## src/citd_pkg.sv

```systemverilog
// Shared constants and types for the interrupt, trap and dispatch decoder
package citd_pkg;
	// ==========================================
	// Register map (byte addresses)
	localparam logic [7:0] CSR_OFS = 8'h00;
	localparam logic [7:0] PEND_OFS = 8'h04;
	localparam logic [7:0] ENABLE_OFS = 8'h08;
	localparam logic [7:0] CLEAR_OFS = 8'h0c;
	localparam logic [7:0] TABLE_OFS = 8'h10;
	localparam logic [7:0] RETPTR_OFS = 8'h14;
	// ==========================================
	// Reset values
	localparam logic [31:0] CSR_RST = 32'h0000_0000;
	localparam logic [31:0] TABLE_RST = 32'h0000_0000;
	localparam logic [31:0] RETPTR_RST = 32'h0000_0000;
	// ==========================================
	// Fields
	localparam int GIE_BIT = 0;
	localparam int NUM_LSB = 4;
	localparam int NUM_W = 5;
	localparam int BASE_LSB = 10;
	localparam int DISP_W = 21;
	localparam int DISP_SHIFT = 2;
	localparam int CREG_LSB = 29;
	localparam int ZBIT = 28;
	localparam int OPC_LSB = 24;
	localparam int CSEL_W = 3;
	localparam logic [2:0] DELAY_SLOTS = 3'd5;
	// ==========================================
	// Control register selectors of the move instruction
	localparam logic [2:0] CSEL_CSR = 3'd0;
	localparam logic [2:0] CSEL_TABLE = 3'd1;
	localparam logic [2:0] CSEL_CLEAR = 3'd2;
	localparam logic [2:0] CSEL_RETPTR = 3'd3;
	localparam logic [2:0] CSEL_ENABLE = 3'd4;
	localparam logic [2:0] CSEL_PEND = 3'd5;
	// ==========================================
	// Condition register select codes
	localparam logic [2:0] CREG_NONE = 3'd0;
	localparam logic [2:0] CREG_B0 = 3'd1;
	localparam logic [2:0] CREG_B1 = 3'd2;
	localparam logic [2:0] CREG_B2 = 3'd3;
	localparam logic [2:0] CREG_A1 = 3'd4;
	localparam logic [2:0] CREG_A2 = 3'd5;
	// ==========================================
	// Opcodes
	typedef enum logic [3:0] {
		CITD_OP_NOP = 4'h0,
		CITD_OP_BR_DISP = 4'h1,
		CITD_OP_BR_REG = 4'h2,
		CITD_OP_BR_RET = 4'h3,
		CITD_OP_MV_TO_CTRL = 4'h4,
		CITD_OP_MV_FROM_CTRL = 4'h5,
		CITD_OP_LD_SHORT = 4'h6,
		CITD_OP_LD_LONG = 4'h7,
		CITD_OP_ST_SHORT = 4'h8,
		CITD_OP_ST_LONG = 4'h9
	} citd_op_t;
endpackage

```

## src/citd_prio_enc.sv

```systemverilog
// Priority encoder picking the lowest numbered pending enabled source
`timescale 1ns/1ps
`default_nettype none
module citd_prio_enc #(
	parameter int N_SRC = 16
) (
	// Candidates
	input wire logic [N_SRC-1:0] req,
	// Result
	output logic any,
	output logic [4:0] num
);
	always_comb begin
		any = 1'b0;
		num = 5'd0;
		// Downward scan so the lowest index is left standing
		for (int i = N_SRC - 1; i >= 0; i--) begin
			if (req[i]) begin
				any = 1'b1;
				num = 5'(i);
			end
		end
	end
endmodule
`default_nettype wire

```

## src/citd_dispatch.sv

```systemverilog
// Interrupt polling, trap and predicated dispatch decoder with APB registers
//
// Implementation choices: register access over APB and the register offsets.
`timescale 1ns/1ps
`default_nettype none
module citd_dispatch #(
	parameter int N_SRC = 16
) (
	// Clock and reset
	input wire logic clk,
	input wire logic srst,
	// APB slave
	input wire logic psel,
	input wire logic penable,
	input wire logic pwrite,
	input wire logic [7:0] paddr,
	input wire logic [31:0] pwdata,
	input wire logic [3:0] pstrb,
	output logic [31:0] prdata,
	output logic pready,
	output logic pslverr,
	// Interrupt source pins, rising edge sets a flag
	input wire logic [N_SRC-1:0] irq_pin,
	output logic irq,
	// Instruction issue
	input wire logic insn_valid,
	input wire logic [31:0] insn_word,
	input wire logic [31:0] insn_pc,
	input wire logic [31:0] src_data,
	input wire logic [4:0] cond_nonzero,
	// Decode results
	output logic commit,
	output logic pred_illegal,
	output logic mem_load,
	output logic mem_store,
	output logic mem_unit2,
	output logic [31:0] ctrl_rdata,
	output logic branch_taken,
	output logic redirect,
	output logic [31:0] redirect_addr
);
	// ==========================================
	// Registers
	logic [31:0] csr_reg;
	logic [N_SRC-1:0] pend_reg;
	logic [N_SRC-1:0] enable_reg;
	logic [31:0] table_reg;
	logic [31:0] retptr_reg;
	logic [N_SRC-1:0] sync1_reg;
	logic [N_SRC-1:0] sync2_reg;
	logic [N_SRC-1:0] sync3_reg;
	logic [2:0] slot_reg;
	logic [31:0] target_reg;
	typedef enum logic [0:0] {CITD_IDLE, CITD_SLOTS} citd_state_t;
	citd_state_t state_reg;

	// ==========================================
	// Decode
	citd_pkg::citd_op_t op;
	logic [2:0] creg;
	logic zinv;
	logic cond_ok;
	logic cond_legal;
	logic go;
	logic [2:0] csel;
	logic [31:0] table_rd;
	logic hp_any;
	logic [4:0] hp_num;
	function automatic logic [N_SRC-1:0] fit(input logic [31:0] w);
		fit = w[N_SRC-1:0];
	endfunction
	function automatic logic [31:0] widen(input logic [N_SRC-1:0] v);
		widen = 32'h0000_0000;
		widen[N_SRC-1:0] = v;
	endfunction
	assign op = citd_pkg::citd_op_t'(insn_word[citd_pkg::OPC_LSB +: 4]);
	assign creg = insn_word[citd_pkg::CREG_LSB +: 3];
	assign zinv = insn_word[citd_pkg::ZBIT];
	assign csel = insn_word[citd_pkg::CSEL_W-1:0];
	always_comb begin
		cond_legal = 1'b1;
		cond_ok = 1'b1;
		case (creg)
			citd_pkg::CREG_NONE: cond_ok = 1'b1;
			citd_pkg::CREG_B0: cond_ok = cond_nonzero[0] ^ zinv;
			citd_pkg::CREG_B1: cond_ok = cond_nonzero[1] ^ zinv;
			citd_pkg::CREG_B2: cond_ok = cond_nonzero[2] ^ zinv;
			citd_pkg::CREG_A1: cond_ok = cond_nonzero[3] ^ zinv;
			citd_pkg::CREG_A2: cond_ok = cond_nonzero[4] ^ zinv;
			default: begin
				cond_legal = 1'b0;
				cond_ok = 1'b0;
			end
		endcase
	end
	// This term gates every decoded effect except pred_illegal and the delay slot count
	assign go = insn_valid && cond_legal && cond_ok;
	citd_prio_enc #(
		.N_SRC(N_SRC)
	) u_prio (
		.req(pend_reg & enable_reg),
		.any(hp_any),
		.num(hp_num)
	);
	always_comb begin
		table_rd = table_reg;
		table_rd[citd_pkg::BASE_LSB-1:0] = 10'h000;
		table_rd[citd_pkg::NUM_LSB +: citd_pkg::NUM_W] = hp_any ? hp_num : 5'd0;
	end

	// ==========================================
	// APB slave, zero wait states
	logic apb_wr;
	logic apb_rd;
	logic apb_hit;
	logic [31:0] apb_rdv;
	logic [31:0] wmask;
	assign pready = 1'b1;
	assign apb_wr = psel && penable && pwrite;
	// Latched in the setup cycle, so read data stands while pready is high
	assign apb_rd = psel && !penable && !pwrite;
	assign wmask = {{8{pstrb[3]}}, {8{pstrb[2]}}, {8{pstrb[1]}}, {8{pstrb[0]}}};
	always_comb begin
		apb_hit = 1'b1;
		apb_rdv = 32'h0000_0000;
		case (paddr)
			citd_pkg::CSR_OFS: apb_rdv = csr_reg;
			citd_pkg::PEND_OFS: apb_rdv = widen(pend_reg);
			citd_pkg::ENABLE_OFS: apb_rdv = widen(enable_reg);
			citd_pkg::CLEAR_OFS: apb_rdv = 32'h0000_0000;
			citd_pkg::TABLE_OFS: apb_rdv = table_rd;
			citd_pkg::RETPTR_OFS: apb_rdv = retptr_reg;
			default: apb_hit = 1'b0;
		endcase
	end
	assign pslverr = psel && penable && !apb_hit;
	always_ff @(posedge clk) begin
		if (srst) begin
			prdata <= 32'h0000_0000;
		end else if (apb_rd) begin
			prdata <= apb_rdv;
		end
	end

	// ==========================================
	// Control writes from the move instruction or APB; the move wins a tie
	logic mv_wr;
	logic [31:0] ap_wdata;
	assign mv_wr = go && (op == citd_pkg::CITD_OP_MV_TO_CTRL);
	function automatic logic [31:0] merge(input logic [31:0] old, input logic [31:0] nw,
		input logic [31:0] m);
		merge = (old & ~m) | (nw & m);
	endfunction
	assign ap_wdata = pwdata;
	always_ff @(posedge clk) begin
		if (srst) begin
			csr_reg <= citd_pkg::CSR_RST;
		end else if (mv_wr && csel == citd_pkg::CSEL_CSR) begin
			// Whole word stored, so software and-masking keeps the other bits
			csr_reg <= src_data;
		end else if (apb_wr && paddr == citd_pkg::CSR_OFS) begin
			csr_reg <= merge(csr_reg, ap_wdata, wmask);
		end
	end
	always_ff @(posedge clk) begin
		if (srst) begin
			enable_reg <= '0;
		end else if (mv_wr && csel == citd_pkg::CSEL_ENABLE) begin
			enable_reg <= fit(src_data);
		end else if (apb_wr && paddr == citd_pkg::ENABLE_OFS) begin
			enable_reg <= fit(merge(widen(enable_reg), ap_wdata, wmask));
		end
	end
	always_ff @(posedge clk) begin
		if (srst) begin
			table_reg <= citd_pkg::TABLE_RST;
		end else if (mv_wr && csel == citd_pkg::CSEL_TABLE) begin
			table_reg <= src_data;
		end else if (apb_wr && paddr == citd_pkg::TABLE_OFS) begin
			table_reg <= merge(table_reg, ap_wdata, wmask);
		end
	end
	always_ff @(posedge clk) begin
		if (srst) begin
			retptr_reg <= citd_pkg::RETPTR_RST;
		end else if (mv_wr && csel == citd_pkg::CSEL_RETPTR) begin
			retptr_reg <= src_data;
		end else if (apb_wr && paddr == citd_pkg::RETPTR_OFS) begin
			retptr_reg <= merge(retptr_reg, ap_wdata, wmask);
		end
	end

	// ==========================================
	// Pending flags: pin edges set, ones written clear, set wins
	logic [N_SRC-1:0] rise;
	logic [N_SRC-1:0] clr_bits;
	always_ff @(posedge clk) begin
		if (srst) begin
			sync1_reg <= '0;
			sync2_reg <= '0;
			sync3_reg <= '0;
		end else begin
			sync1_reg <= irq_pin;
			sync2_reg <= sync1_reg;
			sync3_reg <= sync2_reg;
		end
	end
	assign rise = sync2_reg & ~sync3_reg;
	always_comb begin
		clr_bits = '0;
		if (mv_wr && (csel == citd_pkg::CSEL_CLEAR || csel == citd_pkg::CSEL_PEND)) begin
			clr_bits = fit(src_data);
		end
		if (apb_wr && (paddr == citd_pkg::CLEAR_OFS || paddr == citd_pkg::PEND_OFS)) begin
			clr_bits = clr_bits | fit(ap_wdata & wmask);
		end
	end
	always_ff @(posedge clk) begin
		if (srst) begin
			pend_reg <= '0;
		end else begin
			pend_reg <= (pend_reg & ~clr_bits) | rise;
		end
	end
	always_ff @(posedge clk) begin
		if (srst) begin
			irq <= 1'b0;
		end else begin
			irq <= csr_reg[citd_pkg::GIE_BIT] && |(pend_reg & enable_reg);
		end
	end

	// ==========================================
	// Decode outputs
	logic is_long;
	logic is_ld;
	logic is_st;
	logic [31:0] rdv;
	assign is_ld = (op == citd_pkg::CITD_OP_LD_SHORT) || (op == citd_pkg::CITD_OP_LD_LONG);
	assign is_st = (op == citd_pkg::CITD_OP_ST_SHORT) || (op == citd_pkg::CITD_OP_ST_LONG);
	assign is_long = (op == citd_pkg::CITD_OP_LD_LONG) || (op == citd_pkg::CITD_OP_ST_LONG);
	always_comb begin
		case (csel)
			citd_pkg::CSEL_CSR: rdv = csr_reg;
			citd_pkg::CSEL_TABLE: rdv = table_rd;
			citd_pkg::CSEL_RETPTR: rdv = retptr_reg;
			citd_pkg::CSEL_ENABLE: rdv = widen(enable_reg);
			citd_pkg::CSEL_PEND: rdv = widen(pend_reg);
			default: rdv = 32'h0000_0000;
		endcase
	end
	always_ff @(posedge clk) begin
		if (srst) begin
			commit <= 1'b0;
			pred_illegal <= 1'b0;
			mem_load <= 1'b0;
			mem_store <= 1'b0;
			mem_unit2 <= 1'b0;
			ctrl_rdata <= 32'h0000_0000;
		end else begin
			commit <= go;
			pred_illegal <= insn_valid && !cond_legal;
			mem_load <= go && is_ld;
			mem_store <= go && is_st;
			// Long-offset forms exist only on the second unit
			mem_unit2 <= go && (is_ld || is_st) && (is_long || insn_word[23]);
			if (go && op == citd_pkg::CITD_OP_MV_FROM_CTRL) begin
				ctrl_rdata <= rdv;
			end
		end
	end

	// ==========================================
	// Branch and delay slots
	logic is_br;
	logic [31:0] br_target;
	logic [31:0] disp_ext;
	assign is_br = (op == citd_pkg::CITD_OP_BR_DISP) || (op == citd_pkg::CITD_OP_BR_REG)
		|| (op == citd_pkg::CITD_OP_BR_RET);
	assign disp_ext = 32'(signed'(insn_word[citd_pkg::DISP_W-1:0])) << citd_pkg::DISP_SHIFT;
	always_comb begin
		case (op)
			citd_pkg::CITD_OP_BR_DISP: br_target = insn_pc + disp_ext;
			citd_pkg::CITD_OP_BR_RET: br_target = retptr_reg;
			default: br_target = src_data;
		endcase
	end
	always_ff @(posedge clk) begin
		if (srst) begin
			state_reg <= CITD_IDLE;
			slot_reg <= 3'd0;
			target_reg <= 32'h0000_0000;
			branch_taken <= 1'b0;
			redirect <= 1'b0;
			redirect_addr <= 32'h0000_0000;
		end else begin
			branch_taken <= 1'b0;
			redirect <= 1'b0;
			case (state_reg)
				CITD_IDLE: begin
					if (go && is_br) begin
						branch_taken <= 1'b1;
						target_reg <= br_target;
						slot_reg <= 3'd0;
						state_reg <= CITD_SLOTS;
					end
				end
				CITD_SLOTS: begin
					// Branches inside delay slots are not chained
					if (insn_valid) begin
						if (slot_reg == citd_pkg::DELAY_SLOTS - 3'd1) begin
							redirect <= 1'b1;
							redirect_addr <= target_reg;
							state_reg <= CITD_IDLE;
						end else begin
							slot_reg <= slot_reg + 3'd1;
						end
					end
				end
				default: state_reg <= CITD_IDLE;
			endcase
		end
	end
endmodule
`default_nettype wire

```

## config.mk

```make
export PLATFORM = sky130hd
export DESIGN_NAME = citd_dispatch
export DESIGN_NICKNAME = d
export VERILOG_FILES = /design/src/citd_pkg.sv /design/src/citd_prio_enc.sv /design/src/citd_dispatch.sv
export SDC_FILE = /design/constraint.sdc
export NUM_CORES = 1
export LEC_CHECK = 0
export BUFFER_PORTS_ARGS = -buffer_cell sky130_fd_sc_hd__buf_2
export CELL_PAD_IN_SITES_DETAIL_PLACEMENT = 1
export CELL_PAD_IN_SITES_GLOBAL_PLACEMENT = 1
export CORE_UTILIZATION = 42
export CTS_BUF_LIST = sky130_fd_sc_hd__clkbuf_16
export DETAILED_ROUTE_END_ITERATION = 16
export PLACE_DENSITY = 0.86
export SLEW_MARGIN = 20
export SYNTH_ARGS = -nofsm -noshare
export SYNTH_HDL_FRONTEND = slang
export SYNTH_SLANG_ARGS = --single-unit
```

## constraint.sdc

```tcl
create_clock -name clk -period 2.95 [get_ports clk]
set_input_delay 0.1475 -clock clk [delete_from_list [all_inputs] [get_ports clk]]
set_output_delay 0.1475 -clock clk [all_outputs]
set_load 0.05 [all_outputs]
```

==> impl_metrics.yaml <==
yosys:
  yosysSeqAreaShare_pct: 38.62
  synth_area_leaders: "dfxtp_1, mux2i_1, nor2_1"
  synth_top_area_cell: "dfxtp_1"
  synth_ff_type: "dfxtp_1"
  async_flop_share_pct: 0
  ys_types: 77
  syn_area_um2: 15860
  syn-num-nets: 2061
  ys_ff_latch: 306
  yosysWarnings: 0
  synth-edff-count: 0
  synth_cells: 1862
  syn_avg_cell_area_um2: 8.518
  synth_top_area_share_pct: 38.62
hold_path:
  min_path_type: "input pin to register"
final_layout:
  nNetsFinal: 2353
  fin_util_pct: 52.89
  syn2layout_area_growth_pct: 22.97
  num-fill-cells: 4386
  final_cells: 2692
  final_layout_size_suffix_gt1_share_pct: 20.47
  fin_area_um2: 19500
die:
  start_util_pct: 43.01
  core-area_um2: 36870
  dieHeight_um: 196.3
  die-width_um: 196.3
  die_area_um2: 38540
  rows: 70
  pin_count: 273
grt:
  gr-total-overflow: 0
  grt_pass1_wl_mm: 94.66
  first_global_vias: 16226
  grt_usage_pct: 31.43
  antenna_found_initial: 10
  grt_max_degree: 65
worst_setup_path:
  start_kind: "input pin"
  cp.required_ns: 3.41
  critPathLaunch: "paddr[0]"
  crit_arrival_ns: 3.30
  critPathCaptureType: "register"
  r2r_cells: 8
  r2r_slack_ns: 0.50
  cp_max_fo: 8
  regToRegEndpoint: "prdata[6]"
  worstReg2RegStart: "pend_reg[13]"
  worstSetupPathType: "input pin to register"
sta:
  slew_violations: 0
  hold_viol_final: 0
  setup_viol: 0
  fin_crit_sh_pct: 96.36
  tightest_slew_ns: 0.7838
  finalWorstSetupSlack_ns: 0.1072
  relSlewSlack_pct: 47.62
  finalSetupTns_ns: 0
  finalCriticalPeriod_ns: 2.843
  whs_ns: 0.01287
  finClkSkew_ns: 0.02426
  rsz0062_at_grt: "false"
  fmax_ghz: 0.3518
power_and_ir_drop:
  p_total_mw: 9.608
  leakagePower_nw: 8.280
  irDropWorstVdd_uv: 350.9
  p_per_area_nw_per_um2: 492.6
routing:
  drc: 0
  drtIter0Drc: 1323
  wire_per_inst_um: 23.11
  drtPass1Iterations: 6
  vias_per_cell: 6.035
  vias: 16246
  antenna_left: 0
  drt-total-wl_mm: 62.21
placed_design:
  port_buffers: 269
  dpl.cell_count: 2563
  gp_congestion: 0.9437
  placed_area_um2: 17810
  place_hpwl_mm: 44.30
  dp_slack_ns: -0.02241
clock_network:
  clockBufferDepth: 3
  clkTransAtPathRegs_ns: 0.06
  root_buffer: "clkbuf_16"
  htreeDepth: 2
  insertion_delay_ns: 0.53
  cts_tree: "yes"
  clkSinkCount: 306
  cts_buffers: 36
outcome:
  outcome: "completed"
job:
  cap_violations: 0
## logic make-up after synthesis
logic type / count (synthesis) / synth area share, %
muxes: 185 / 12.00
and+or+nand+nor: 631 / 18.28
xor gates and xnor gates: 18 / 0.9941
adders and majority gates: 32 / 2.572
buffers and inverters: 167 / 4.370
DFF: 306 / 38.62
other: 1 / 0.02364
AOI/OAI and AO/OA: 522 / 23.14
## how the worst min path moves through the flow
stage	slack (ns)	start	endpoint	cells past startpoint
global route	0.01	pwdata[7]	register	3
detailed placement	0.36	irq_pin[7]	sync1_reg[7]	2
finish	0.01	pwdata[26]	register	3
global placement	0.36	irq_pin[2]	sync1_reg[2]	2
CTS	0.002	src_data[8]	register	3
floorplan	0.28	irq_pin[0]	sync1_reg[0]	1
## critical path, stage by stage
cell           delay (ns)
buf_2                0.09
or4_1                0.65
or3_1                0.39
nor3_2               0.35
nand3_1              0.57
mux2i_1              0.25
a211oi_1             0.27
dlygate4sd3_1        0.58
## metal layers
layer / vias to the layer above / track usage [%] / routed length, um
li1: 7365 / - / -
met2: 743 / 49.32 / 27900
met4: 4 / 11.08 / 2004
met3: 144 / 5.776 / 5195
met1: 7990 / 43.04 / 27080
met5: - / 0 / 27
## report_power, final
group	switching (mW)	total [mW]	leakage [nW]	internal [mW]
logic	0.711	1.14	5.24	0.425
registers	0.0479	4.24	2.48	4.20
clock network	1.79	4.23	0.567	2.44
## cell usage in the layout (no fill, tap or decap), drive strengths merged, types with 33 or more instances in the layout
master and instances:
buf 332, dfxtp 306, nor2 225, nand2 179
mux2i 162, a21oi 125, a211oi 118, o21ai 69
dlygate4sd3 57, nor3 57, nor2b 56, a22oi 42
inv 40, clkbuf 37, a221oi 33
## cell type report
class	instances	area, um^2	area share (%)
Tap cell	504	630.6	3.233
Clock inverter	26	162.7	0.8340
Timing Repair Buffer	389	2466	12.64
Inverter	32	120.1	0.6159
Sequential cell	306	6126	31.41
Multi-Input combinational cell	1389	9050	46.40
Clock buffer	37	925.9	4.747
Antenna cell	9	22.52	0.1155
## repair_timing
action | 4_1_cts | 5_1_grt
endpoints found under the setup margin | 0 | 2
gates resized for setup | 0 | 2
hold buffers | 57 | 0
endpoints found under the hold margin | 88 | 0
buffers inserted | 0 | 0
## synthesized netlist by cell type (6+ instances only)
cell / number
buf_1: 18
a211oi_2: 22
o221ai_1: 7
o21a_1: 9
a21oi_1: 125
clkbuf_1: 104
nor4_1: 6
and3_1: 11
nor2b_1: 56
mux2i_1: 162
nor2_1: 224
nand3_1: 28
o211ai_1: 25
ha_1: 31
nand2_1: 179
a211oi_1: 96
a221oi_1: 33
mux2_2: 21
a22o_1: 6
nand2b_1: 26
xnor2_1: 9
xor2_1: 9
a21o_1: 28
a222oi_1: 7
nor3_1: 54
nand4_1: 8
a22oi_1: 42
o21ai_0: 68
dfxtp_1: 306
or3_1: 7
inv_1: 32
Power figures use the tool's default switching activity.
